`src/ufil_pkg.sv`:
```
package ufil_pkg;
  // ---------------------------------------------------------------
  // Register offsets
  // ---------------------------------------------------------------
  localparam logic [2:0] ADDR_DATA = 3'h0;
  localparam logic [2:0] ADDR_IER = 3'h1;
  localparam logic [2:0] ADDR_IIR = 3'h2;
  localparam logic [2:0] ADDR_LCR = 3'h3;
  localparam logic [2:0] ADDR_MCR = 3'h4;
  localparam logic [2:0] ADDR_LSR = 3'h5;
  localparam logic [2:0] ADDR_MSR = 3'h6;
  localparam logic [2:0] ADDR_SCR = 3'h7;
  // ---------------------------------------------------------------
  // Field positions
  // ---------------------------------------------------------------
  localparam int LCR_STB = 2;
  localparam int LCR_PEN = 3;
  localparam int LCR_EPS = 4;
  localparam int LCR_STICK = 5;
  localparam int LCR_BRK = 6;
  localparam int LCR_DIVISOR_ACCESS_BIT = 7;
  localparam int FCR_EN = 0;
  localparam int FCR_RXRST = 1;
  localparam int FCR_TXRST = 2;
  localparam int IER_RDA = 0;
  localparam int IER_TX_HOLDING_EMPTY = 1;
  localparam int IER_LSI = 2;
  // ---------------------------------------------------------------
  // Identity codes, reset values and counts
  // ---------------------------------------------------------------
  localparam logic [3:0] IIR_NONE = 4'h1;
  localparam logic [3:0] IIR_LSI = 4'h6;
  localparam logic [3:0] IIR_RDA = 4'h4;
  localparam logic [3:0] IIR_TO = 4'hC;
  localparam logic [3:0] IIR_TX_HOLDING_EMPTY = 4'h2;
  localparam logic [7:0] REG_RESET = 8'h00;
  localparam logic [4:0] FIFO_DEPTH = 5'h10;
  localparam logic [4:0] TRIG_LVL [4] = '{5'h01, 5'h04, 5'h08, 5'h0E};
  localparam logic [3:0] TICK_LAST = 4'hF;
  localparam logic [3:0] TICK_MID = 4'h7;
  localparam logic [1:0] TO_CHARS_LOG2 = 2'h2;
  // ---------------------------------------------------------------
  // Types
  // ---------------------------------------------------------------
  typedef enum logic {ST_IDLE, ST_RUN} ufil_state_e;
  typedef struct packed {
    logic [2:0] addr;
    logic [7:0] wdata;
    logic wr;
    logic rd;
  } ufil_bus_s;
  typedef struct packed {
    logic bi;
    logic fe;
    logic pe;
    logic [7:0] data;
  } ufil_rx_s;
endpackage

```
`src/ufil_core.sv`:
```
module ufil_core (
  // Clock and reset
  input wire logic core_clk,
  input wire logic rst,
  // Register port
  input wire ufil_pkg::ufil_bus_s bus,
  output logic [7:0] rd_data,
  // Serial and modem pins
  input wire logic rxd,
  input wire logic cts_n,
  input wire logic dsr_n,
  input wire logic ri_n,
  input wire logic dcd_n,
  output logic txd,
  // Mode strap and interrupt
  input wire logic compat_legacy_mode,
  output logic irq
);
  // ---------------------------------------------------------------
  // Helpers
  // ---------------------------------------------------------------
  function automatic logic [3:0] frame_len(input logic [7:0] line_control);
    return 4'h7 + {2'h0, line_control[1:0]} + {3'h0, line_control[ufil_pkg::LCR_PEN]}
      + {3'h0, line_control[ufil_pkg::LCR_STB]};
  endfunction

  function automatic logic parity_of(input logic [7:0] d, input logic [7:0] line_control);
    logic p;
    p = ^(d & (8'hFF >> (2'h3 - line_control[1:0])));
    if (line_control[ufil_pkg::LCR_STICK])
      return ~line_control[ufil_pkg::LCR_EPS];
    return line_control[ufil_pkg::LCR_EPS] ? p : ~p;
  endfunction

  function automatic logic [11:0] tx_frame(input logic [7:0] d, input logic [7:0] line_control);
    logic [11:0] f;
    logic [3:0] nb;
    f = 12'hFFF;
    nb = 4'h5 + {2'h0, line_control[1:0]};
    for (int i = 0; i < 8; i++)
    begin
      if (i < int'(nb))
        f[i + 1] = d[i];
    end
    f[0] = 1'b0;
    if (line_control[ufil_pkg::LCR_PEN])
      f[nb + 4'h1] = parity_of(d, line_control);
    return f;
  endfunction

  // ---------------------------------------------------------------
  // Pin synchronisers and baud enable
  // ---------------------------------------------------------------
  logic [5:0] pin_meta_ff;
  logic [5:0] pin_sync_ff;
  logic [15:0] baud_cnt_ff;
  logic [15:0] nxt_baud_cnt;
  logic tick;
  logic rx_s;
  logic xt_mode;
  logic [7:0] lcr_ff;
  logic [7:0] dll_ff;
  logic [7:0] dlm_ff;
  logic divisor_access_bit;

  assign rx_s = pin_sync_ff[0];
  assign xt_mode = pin_sync_ff[5];
  assign divisor_access_bit = lcr_ff[ufil_pkg::LCR_DIVISOR_ACCESS_BIT];
  assign tick = (baud_cnt_ff == 16'h0000);

  // The divisor counts core clocks, so all character timing scales with it.
  always_comb
  begin
    nxt_baud_cnt = baud_cnt_ff - 16'h0001;
    if (tick)
      nxt_baud_cnt = ({dlm_ff, dll_ff} == 16'h0000) ? 16'h0000 : {dlm_ff, dll_ff} - 16'h0001;
    if (bus.wr && divisor_access_bit && (bus.addr == ufil_pkg::ADDR_DATA || bus.addr == ufil_pkg::ADDR_IER))
      nxt_baud_cnt = 16'h0000;
  end

  always_ff @(posedge core_clk or posedge rst)
  begin
    if (rst)
    begin
      pin_meta_ff <= 6'h1F;
      pin_sync_ff <= 6'h1F;
      baud_cnt_ff <= 16'h0000;
    end
    else
    begin
      pin_meta_ff <= {compat_legacy_mode, dcd_n, ri_n, dsr_n, cts_n, rxd};
      pin_sync_ff <= pin_meta_ff;
      baud_cnt_ff <= nxt_baud_cnt;
    end
  end

  // ---------------------------------------------------------------
  // Receiver
  // ---------------------------------------------------------------
  ufil_pkg::ufil_state_e rx_state_ff, nxt_rx_state;
  logic [11:0] rx_bits_ff, nxt_rx_bits;
  logic [3:0] rx_bit_ff, nxt_rx_bit;
  logic [3:0] rx_tick_ff, nxt_rx_tick;
  logic rx_done;
  ufil_pkg::ufil_rx_s rx_word;

  always_comb
  begin
    logic [11:0] samp;
    logic [3:0] stop_idx;
    samp = rx_bits_ff;
    stop_idx = 4'h6 + {2'h0, lcr_ff[1:0]} + {3'h0, lcr_ff[ufil_pkg::LCR_PEN]};
    nxt_rx_state = rx_state_ff;
    nxt_rx_bits = rx_bits_ff;
    nxt_rx_bit = rx_bit_ff;
    nxt_rx_tick = rx_tick_ff;
    rx_done = 1'b0;
    samp[rx_bit_ff] = rx_s;
    rx_word.data = samp[8:1] & (8'hFF >> (2'h3 - lcr_ff[1:0]));
    rx_word.pe = lcr_ff[ufil_pkg::LCR_PEN]
      && (samp[stop_idx - 4'h1] != parity_of(rx_word.data, lcr_ff));
    rx_word.fe = ~samp[stop_idx];
    rx_word.bi = ~|(samp & (12'hFFF >> (4'hB - stop_idx)));
    case (rx_state_ff)
      ufil_pkg::ST_IDLE:
      begin
        if (tick && !rx_s)
        begin
          nxt_rx_state = ufil_pkg::ST_RUN;
          nxt_rx_bit = 4'h0;
          nxt_rx_tick = 4'h0;
        end
      end
      ufil_pkg::ST_RUN:
      begin
        if (tick)
        begin
          nxt_rx_tick = rx_tick_ff + 4'h1;
          if (rx_tick_ff == ufil_pkg::TICK_MID)
          begin
            nxt_rx_bits = samp;
            nxt_rx_bit = rx_bit_ff + 4'h1;
            if ((rx_bit_ff == 4'h0 && rx_s) || rx_bit_ff == stop_idx)
              nxt_rx_state = ufil_pkg::ST_IDLE;
            rx_done = (rx_bit_ff == stop_idx);
          end
        end
      end
      default:
        nxt_rx_state = ufil_pkg::ST_IDLE;
    endcase
  end

  always_ff @(posedge core_clk or posedge rst)
  begin
    if (rst)
    begin
      rx_state_ff <= ufil_pkg::ST_IDLE;
      rx_bits_ff <= 12'hFFF;
      rx_bit_ff <= 4'h0;
      rx_tick_ff <= 4'h0;
    end
    else
    begin
      rx_state_ff <= nxt_rx_state;
      rx_bits_ff <= nxt_rx_bits;
      rx_bit_ff <= nxt_rx_bit;
      rx_tick_ff <= nxt_rx_tick;
    end
  end

  // ---------------------------------------------------------------
  // Transmitter
  // ---------------------------------------------------------------
  ufil_pkg::ufil_state_e tx_state_ff, nxt_tx_state;
  logic [11:0] tx_shift_ff, nxt_tx_shift;
  logic [3:0] tx_bit_ff, nxt_tx_bit;
  logic [3:0] tx_tick_ff, nxt_tx_tick;
  logic txd_ff;
  logic tx_pop;
  logic [4:0] tx_cnt_ff;
  logic [3:0] tx_rp_ff;
  logic [7:0] tx_mem [16];

  always_comb
  begin
    nxt_tx_state = tx_state_ff;
    nxt_tx_shift = tx_shift_ff;
    nxt_tx_bit = tx_bit_ff;
    nxt_tx_tick = tx_tick_ff;
    tx_pop = 1'b0;
    case (tx_state_ff)
      ufil_pkg::ST_IDLE:
      begin
        if (tx_cnt_ff != 5'h00)
        begin
          tx_pop = 1'b1;
          nxt_tx_shift = tx_frame(tx_mem[tx_rp_ff], lcr_ff);
          nxt_tx_state = ufil_pkg::ST_RUN;
          nxt_tx_bit = 4'h0;
          nxt_tx_tick = 4'h0;
        end
      end
      ufil_pkg::ST_RUN:
      begin
        if (tick)
        begin
          nxt_tx_tick = tx_tick_ff + 4'h1;
          if (tx_tick_ff == ufil_pkg::TICK_LAST)
          begin
            nxt_tx_shift = {1'b1, tx_shift_ff[11:1]};
            nxt_tx_bit = tx_bit_ff + 4'h1;
            if (tx_bit_ff == frame_len(lcr_ff) - 4'h1)
              nxt_tx_state = ufil_pkg::ST_IDLE;
          end
        end
      end
      default:
        nxt_tx_state = ufil_pkg::ST_IDLE;
    endcase
  end

  always_ff @(posedge core_clk or posedge rst)
  begin
    if (rst)
    begin
      tx_state_ff <= ufil_pkg::ST_IDLE;
      tx_shift_ff <= 12'hFFF;
      tx_bit_ff <= 4'h0;
      tx_tick_ff <= 4'h0;
      txd_ff <= 1'b1;
    end
    else
    begin
      tx_state_ff <= nxt_tx_state;
      tx_shift_ff <= nxt_tx_shift;
      tx_bit_ff <= nxt_tx_bit;
      tx_tick_ff <= nxt_tx_tick;
      txd_ff <= nxt_tx_shift[0] & ~lcr_ff[ufil_pkg::LCR_BRK];
    end
  end

  assign txd = txd_ff;

  // ---------------------------------------------------------------
  // Registers, FIFOs and interrupt identity
  // ---------------------------------------------------------------
  ufil_pkg::ufil_rx_s rx_mem [16];
  logic [3:0] ier_ff, nxt_ier;
  logic [7:0] nxt_lcr, nxt_dll, nxt_dlm;
  logic [4:0] mcr_ff, nxt_mcr;
  logic [7:0] scr_ff, nxt_scr;
  logic fen_ff, nxt_fen;
  logic [1:0] trig_ff, nxt_trig;
  logic [7:0] rd_data_ff, nxt_rd_data;
  logic oe_ff, nxt_oe;
  logic lsi_ff, nxt_lsi;
  logic tx_holding_empty_ff, nxt_tx_holding_empty;
  logic two_ff, nxt_two;
  logic dly_on_ff, nxt_dly_on;
  logic [7:0] dly_ff, nxt_dly;
  logic [9:0] to_cnt_ff, nxt_to_cnt;
  logic to_ff, nxt_to;
  logic [3:0] rx_wp_ff, rx_rp_ff, tx_wp_ff;
  logic [4:0] rx_cnt_ff, nxt_rx_cnt, err_cnt_ff, nxt_err_cnt, nxt_tx_cnt;
  logic rx_wr, rx_rd, tx_wr, rx_clr, tx_clr;
  logic wr_thr, rd_rbr, rd_iir, wr_fcr;
  logic [3:0] iir_code;
  ufil_pkg::ufil_rx_s rx_head;

  assign rx_head = rx_mem[rx_rp_ff];
  assign wr_thr = bus.wr && bus.addr == ufil_pkg::ADDR_DATA && !divisor_access_bit;
  assign rd_rbr = bus.rd && bus.addr == ufil_pkg::ADDR_DATA && !divisor_access_bit;
  assign rd_iir = bus.rd && bus.addr == ufil_pkg::ADDR_IIR;
  assign wr_fcr = bus.wr && bus.addr == ufil_pkg::ADDR_IIR;
  // Outside FIFO mode the holding stage is one byte deep.
  assign rx_wr = rx_done && rx_cnt_ff < (fen_ff ? ufil_pkg::FIFO_DEPTH : 5'h01);
  assign rx_rd = rd_rbr && rx_cnt_ff != 5'h00;
  assign tx_wr = wr_thr && tx_cnt_ff < (fen_ff ? ufil_pkg::FIFO_DEPTH : 5'h01);
  assign rx_clr = wr_fcr && (bus.wdata[ufil_pkg::FCR_RXRST] || bus.wdata[0] != fen_ff);
  assign tx_clr = wr_fcr && (bus.wdata[ufil_pkg::FCR_TXRST] || bus.wdata[0] != fen_ff);

  always_comb
  begin
    logic lsi_int, to_int, rda_int, tx_holding_empty_int;
    lsi_int = lsi_ff && ier_ff[ufil_pkg::IER_LSI];
    to_int = to_ff && ier_ff[ufil_pkg::IER_RDA] && fen_ff;
    rda_int = ier_ff[ufil_pkg::IER_RDA]
      && (fen_ff ? rx_cnt_ff >= ufil_pkg::TRIG_LVL[trig_ff] : rx_cnt_ff != 5'h00);
    tx_holding_empty_int = tx_holding_empty_ff && ier_ff[ufil_pkg::IER_TX_HOLDING_EMPTY] && tx_cnt_ff == 5'h00;
    if (lsi_int)
      iir_code = ufil_pkg::IIR_LSI;
    else if (rda_int)
      iir_code = ufil_pkg::IIR_RDA;
    else if (to_int)
      iir_code = ufil_pkg::IIR_TO;
    else if (tx_holding_empty_int)
      iir_code = ufil_pkg::IIR_TX_HOLDING_EMPTY;
    else
      iir_code = ufil_pkg::IIR_NONE;
  end

  assign irq = (iir_code != ufil_pkg::IIR_NONE);

  always_comb
  begin
    logic [3:0] fl;
    fl = frame_len(lcr_ff);
    nxt_ier = ier_ff;
    nxt_lcr = lcr_ff;
    nxt_dll = dll_ff;
    nxt_dlm = dlm_ff;
    nxt_mcr = mcr_ff;
    nxt_scr = scr_ff;
    nxt_fen = fen_ff;
    nxt_trig = trig_ff;
    nxt_rd_data = rd_data_ff;
    nxt_oe = oe_ff;
    nxt_lsi = lsi_ff;
    nxt_tx_holding_empty = tx_holding_empty_ff;
    nxt_two = two_ff;
    nxt_dly_on = dly_on_ff;
    nxt_dly = dly_ff;
    nxt_to = to_ff;
    nxt_to_cnt = to_cnt_ff;
    if (bus.wr)
    begin
      case (bus.addr)
        ufil_pkg::ADDR_DATA:
        begin
          if (divisor_access_bit)
            nxt_dll = bus.wdata;
        end
        ufil_pkg::ADDR_IER:
        begin
          if (divisor_access_bit)
            nxt_dlm = bus.wdata;
          else
            nxt_ier = bus.wdata[3:0];
        end
        ufil_pkg::ADDR_IIR:
        begin
          // The DMA select bit is dropped on purpose.
          nxt_fen = bus.wdata[ufil_pkg::FCR_EN];
          nxt_trig = bus.wdata[7:6];
        end
        ufil_pkg::ADDR_LCR:
          nxt_lcr = bus.wdata;
        ufil_pkg::ADDR_MCR:
          nxt_mcr = bus.wdata[4:0];
        ufil_pkg::ADDR_SCR:
        begin
          if (!xt_mode)
            nxt_scr = bus.wdata;
        end
        default:
          nxt_scr = scr_ff;
      endcase
    end
    // Line status: a set in the same cycle as the clearing read wins.
    if (bus.rd && bus.addr == ufil_pkg::ADDR_LSR)
    begin
      nxt_oe = 1'b0;
      nxt_lsi = 1'b0;
    end
    if (rx_done && !rx_wr)
      nxt_oe = 1'b1;
    if ((rx_done && !rx_wr) || (rx_wr && (rx_word.pe || rx_word.fe || rx_word.bi)))
      nxt_lsi = 1'b1;
    // Transmit-empty: clears first, then the empty events set it.
    if (wr_thr || (rd_iir && iir_code == ufil_pkg::IIR_TX_HOLDING_EMPTY))
      nxt_tx_holding_empty = 1'b0;
    if (tick && dly_on_ff)
      nxt_dly = dly_ff - 8'h01;
    if (dly_on_ff && dly_ff == 8'h00)
    begin
      nxt_dly_on = 1'b0;
      nxt_tx_holding_empty = 1'b1;
    end
    nxt_tx_cnt = tx_clr ? 5'h00 : tx_cnt_ff + {4'h0, tx_wr} - {4'h0, tx_pop};
    if (nxt_tx_cnt >= 5'h02)
      nxt_two = 1'b1;
    if (tx_pop && tx_cnt_ff == 5'h01 && !tx_wr)
    begin
      nxt_two = 1'b0;
      if (two_ff)
        nxt_tx_holding_empty = 1'b1;
      else
      begin
        nxt_dly_on = 1'b1;
        nxt_dly = {fl - 4'h1, 4'h0};
      end
    end
    if (wr_fcr && bus.wdata[0] != fen_ff)
    begin
      nxt_tx_holding_empty = 1'b1;
      nxt_dly_on = 1'b0;
      nxt_two = 1'b0;
    end
    // Time-out timer runs on baud ticks; four frames include any second stop bit.
    if (rx_cnt_ff == 5'h00 || rx_clr || (to_ff ? rx_rd : (rx_wr || rd_rbr)))
    begin
      nxt_to_cnt = 10'h000;
      nxt_to = 1'b0;
    end
    else if (to_cnt_ff == {fl, 4'h0, ufil_pkg::TO_CHARS_LOG2 - 2'h2})
      nxt_to = 1'b1;
    else if (tick)
      nxt_to_cnt = to_cnt_ff + 10'h001;
    if (bus.rd)
    begin
      case (bus.addr)
        ufil_pkg::ADDR_DATA:
          nxt_rd_data = divisor_access_bit ? dll_ff : rx_head.data;
        ufil_pkg::ADDR_IER:
          nxt_rd_data = divisor_access_bit ? dlm_ff : {4'h0, ier_ff};
        ufil_pkg::ADDR_IIR:
          nxt_rd_data = {fen_ff, fen_ff, 2'h0, iir_code};
        ufil_pkg::ADDR_LCR:
          nxt_rd_data = lcr_ff;
        ufil_pkg::ADDR_MCR:
          nxt_rd_data = {3'h0, mcr_ff};
        ufil_pkg::ADDR_LSR:
          nxt_rd_data = {fen_ff && err_cnt_ff != 5'h00,
            tx_state_ff == ufil_pkg::ST_IDLE && (xt_mode || tx_cnt_ff == 5'h00),
            tx_cnt_ff == 5'h00,
            {rx_head.bi, rx_head.fe, rx_head.pe} & {3{rx_cnt_ff != 5'h00}},
            oe_ff,
            rx_cnt_ff != 5'h00};
        ufil_pkg::ADDR_MSR:
          nxt_rd_data = {~pin_sync_ff[4:1], 4'h0};
        default:
          nxt_rd_data = xt_mode ? ufil_pkg::REG_RESET : scr_ff;
      endcase
    end
    nxt_rx_cnt = rx_clr ? 5'h00 : rx_cnt_ff + {4'h0, rx_wr} - {4'h0, rx_rd};
    nxt_err_cnt = rx_clr ? 5'h00 : err_cnt_ff
      + {4'h0, rx_wr && (rx_word.pe || rx_word.fe || rx_word.bi)}
      - {4'h0, rx_rd && (rx_head.pe || rx_head.fe || rx_head.bi)};
  end

  always_ff @(posedge core_clk or posedge rst)
  begin
    if (rst)
    begin
      ier_ff <= 4'h0;
      lcr_ff <= ufil_pkg::REG_RESET;
      dll_ff <= ufil_pkg::REG_RESET;
      dlm_ff <= ufil_pkg::REG_RESET;
      mcr_ff <= 5'h00;
      scr_ff <= ufil_pkg::REG_RESET;
      fen_ff <= 1'b0;
      trig_ff <= 2'h0;
      rd_data_ff <= ufil_pkg::REG_RESET;
      oe_ff <= 1'b0;
      lsi_ff <= 1'b0;
      tx_holding_empty_ff <= 1'b0;
      two_ff <= 1'b0;
      dly_on_ff <= 1'b0;
      dly_ff <= 8'h00;
      to_ff <= 1'b0;
      to_cnt_ff <= 10'h000;
      rx_cnt_ff <= 5'h00;
      err_cnt_ff <= 5'h00;
      tx_cnt_ff <= 5'h00;
      rx_wp_ff <= 4'h0;
      rx_rp_ff <= 4'h0;
      tx_wp_ff <= 4'h0;
      tx_rp_ff <= 4'h0;
    end
    else
    begin
      ier_ff <= nxt_ier;
      lcr_ff <= nxt_lcr;
      dll_ff <= nxt_dll;
      dlm_ff <= nxt_dlm;
      mcr_ff <= nxt_mcr;
      scr_ff <= nxt_scr;
      fen_ff <= nxt_fen;
      trig_ff <= nxt_trig;
      rd_data_ff <= nxt_rd_data;
      oe_ff <= nxt_oe;
      lsi_ff <= nxt_lsi;
      tx_holding_empty_ff <= nxt_tx_holding_empty;
      two_ff <= nxt_two;
      dly_on_ff <= nxt_dly_on;
      dly_ff <= nxt_dly;
      to_ff <= nxt_to;
      to_cnt_ff <= nxt_to_cnt;
      rx_cnt_ff <= nxt_rx_cnt;
      err_cnt_ff <= nxt_err_cnt;
      tx_cnt_ff <= nxt_tx_cnt;
      rx_wp_ff <= rx_clr ? 4'h0 : rx_wp_ff + {3'h0, rx_wr};
      rx_rp_ff <= rx_clr ? 4'h0 : rx_rp_ff + {3'h0, rx_rd};
      tx_wp_ff <= tx_clr ? 4'h0 : tx_wp_ff + {3'h0, tx_wr};
      tx_rp_ff <= tx_clr ? 4'h0 : tx_rp_ff + {3'h0, tx_pop};
    end
  end

  // Storage only, so no reset: contents are qualified by the counts.
  always_ff @(posedge core_clk)
  begin
    if (rx_wr)
      rx_mem[rx_wp_ff] <= rx_word;
    if (tx_wr)
      tx_mem[tx_wp_ff] <= bus.wdata;
  end

  assign rd_data = rd_data_ff;
endmodule // ufil_core

```
`config.mk`:
```
export PLATFORM = sky130hd
export DESIGN_NAME = ufil_core
export DESIGN_NICKNAME = d
export VERILOG_FILES = /design/src/ufil_pkg.sv /design/src/ufil_core.sv
export SDC_FILE = /design/constraint.sdc
export NUM_CORES = 1
export LEC_CHECK = 0
export BUFFER_PORTS_ARGS = -buffer_cell sky130_fd_sc_hd__buf_2
export CELL_PAD_IN_SITES_DETAIL_PLACEMENT = 1
export CELL_PAD_IN_SITES_GLOBAL_PLACEMENT = 1
export CORE_UTILIZATION = 52
export DETAILED_ROUTE_END_ITERATION = 10
export PLACE_DENSITY_LB_ADDON = 0.1
export SLEW_MARGIN = 15
export SYNTH_ARGS = -nofsm -noshare
export SYNTH_HDL_FRONTEND = slang
export SYNTH_SLANG_ARGS = --single-unit
```
`constraint.sdc`:
```
create_clock -name core_clk -period 7.2 [get_ports core_clk]
set_clock_uncertainty 0.1 [all_clocks]
set_input_delay 0.72 -clock core_clk [delete_from_list [all_inputs] [get_ports core_clk]]
set_output_delay 0.72 -clock core_clk [all_outputs]
set_load 0.01 [all_outputs]
```
==> run summary <==
Reg2Reg Depth - 19
Syn. warnings - 0
worst reg-to-reg setup slack - 1.64 ns
1st-pass router iterations - 5
post-cts sizing count - 0
Core Box Area - 42000 µm²
Die X - 209 µm
Arr. time, crit path - 5.92 ns
met3 WL post-DR - 2030 µm
fin util - 58.7%
Mapped Avg Cell Area - 14.0 µm²
reg-to-reg startpoint - lcr_ff[0]
Setup Buffers After CTS - 0
Peak VDD IR - 0.249 mV
Hold Violations, Final - 0
overall die height - 209 µm
Setup TNS - 0 ns
Final setup viols - 0
share of layout cells above drive strength 1 - 19.0%
Synth area leader - edfxtp_1
max_cap viols - 0
detailed-route via count - 13511
worst min path class - primary input to flip-flop
grt ovf - 0
diodes inserted - 0
Net Count, Synth - 1678
Top delay family on crit path - adder cells
relative slew slack - 24.3%
multi-input logic area - 7990 µm²
IO Port Bufs - 30
share of the synthesized area in the top cell type - 41.1%
worst-path fanout max - 17
Fill cells - 3994
# DRC - 0
f_max - 180 MHz
fin worst setup slack - 1.64 ns
vias per cell - 6.11
global-route wire length before repair - 87100 µm
ANT nets after route - 0
HP Start - dsr_n
ys flop type - edfxtp_1
CP Class - flip-flop to flip-flop
CTS Buffer Depth - 3
Critical Path, Cell by Cell - inv_1, ha_1, inv_1, fa_1, mux4_2, mux2i_1, xor2_1, xnor2_1, nor2_1, o31ai_1, ha_1, inv_1, ha_1, fa_1, a21oi_1, nor2_1, nor2_1, xnor2_1, nor2_1
cts bufs inserted - 51
Synth cell types - 82
Pwr per Cell Area - 318 nW/µm²
sequential cell area - 13600 µm²
Critical path buffers and inverters - 3
WP data required - 7.55 ns
placed cell count - 2116
most frequent cells in the layout - 304 x edfxtp_1, 140 x dfrtp_1, 130 x nor2_1
Non-Filler Instances - 2212
Slowest-stage cell, CP - nor2_1
WL met2 - 27800 µm
Worst-path clk slew - 0.07 ns
fin. max-slew vios - 0
Root Driver - clkbuf_16
Pleak - 8.99 nW
Top Ports - 31
area growth from synthesis to layout - 11.2%
Post-synth EDFFs - 304
layout net count - 1719
Initial Utilization - 52.8%
outcome - completed
cts hold-fix bufs - 0
actual slew at the worst max-slew pin - 1.13 ns
Hold EP - pin_meta_ff[2]
Synth Register Bits - 482
WHS - 0.112 ns
WL final - 56500 µm
RR Endpoint - err_cnt_ff[4]
leading cell type in the layout, fill and taps excluded - edfxtp_1
Worst path max stage delay - 0.77 ns
TritonCTS clock tree - built
period utilization - 77.3%
DR WL/cell - 25.5 µm
Critical Path Sink Type - flip-flop
Core Rows - 75
synthesized instance count - 1589
Die Area - 43500 µm²
CTS H-tree depth - 2
vias in the first global route - 14502
Iter 0 DRT Violations - 900
register area share after synthesis - 61.4%
minimum clock period - 5.56 ns
CP most frequent cell - nor2_1
gr usage total - 26.6%
Clock Latency Late Sink - 0.60 ns
gpl congestion - 0.854
Hold Path Cell Cnt - 1
pre-CTS setup slack - 1.63 ns
Worst setup SP type - flip-flop
asr flop ratio synth - 36.9%
wire length on met1 - 25100 µm
initial antenna violation count - 1
ranking of synthesized cells by area - edfxtp_1 41%, dfrtp_1 16%, mux4_2 7.1%, dfstp_2 4.1%, ha_1 3.6%
Sinks on Clock Net - 482
DPL Wire Length - 37900 µm
Post-Syn Area - 22200 µm²
DR top layer - met5
RSZ-0062 raised after global routing - false
largest net degree at the start of global routing - 115
## area by class of cell
type	count	area share, %
sequential	482	55.2
multi-input combinational	975	32.4
clock buffer	69	5.90
tap	539	2.73
clock inverter	27	1.43
timing repair buffer	53	1.31
inverter	67	1.05
## worst max-delay path by stage
stage / end / cells past startpoint / slack [ns] / from
final: err_cnt_ff[4] / 19 / 1.64 / lcr_ff[0]
after global routing: err_cnt_ff[4] / 19 / 1.14 / lcr_ff[0]
after CTS: err_cnt_ff[4] / 19 / 1.61 / lcr_ff[0]
after detailed placement: err_cnt_ff[4] / 19 / 1.63 / lcr_ff[0]
after global placement: err_cnt_ff[4] / 19 / 1.85 / lcr_ff[0]
after floorplan: baud_cnt_ff[0] / 1 / 1.61 / rst
## stage by stage
step           area, µm²  total power, mW
6_report           24700             7.84
5_1_grt            24700             8.20
4_1_cts            24700             7.91
3_5_place_dp       22900             5.08
3_3_place_gp       22900             5.01
2_1_floorplan      22200             4.61
## power by group
part           internal, mW  switching [mW]
Clock                  1.70            1.11
Combinational         0.696           0.883
Sequential             3.15           0.295
Total                  5.55            2.29
## per-layer routing
layer / up-vias / global-route usage, %
li1: 6037 / -
met1: 7098 / 36.8
met2: 280 / 44.2
met3: 94 / 3.11
met4: 2 / 9.15
met5: - / 0
## kinds of logic (layout without fill, tap and decap cells)
family,Yosys count,after routing,share of synthesized area [%]
and+or+nand+nor,414,414,8.93
AOI/OAI and AO/OA,232,232,6.91
xor gates and xnor gates,79,79,3.18
muxes,182,182,12.8
DFF,482,482,61.4
buffers and inverters,132,216,2.79
adders and majority gates,68,68,4.00
## cell usage after synthesis, drive strengths merged (32+ instances only)
cell type  number
nor2          138
mux2i          63
nand3          32
a21oi          55
clkbuf         42
dfrtp         143
xnor2          39
mux4           75
nor3           34
xor2           39
o21ai          57
inv            66
ha             63
mux2           44
nand2         101
edfxtp        304
dfstp          35
## sequential cells by signal, summed over array words and instances, names as in the netlist, 8 cells and up
signal	count
rx_mem	176
dlm_ff	8
lcr_ff	8
to_cnt_ff	10
baud_cnt_ff	16
rd_data	8
tx_shift_ff	12
scr_ff	8
dly_ff	8
tx_mem	128
dll_ff	8
rx_bits_ff	12
Note: power is estimated with default switching activity, not from simulation.
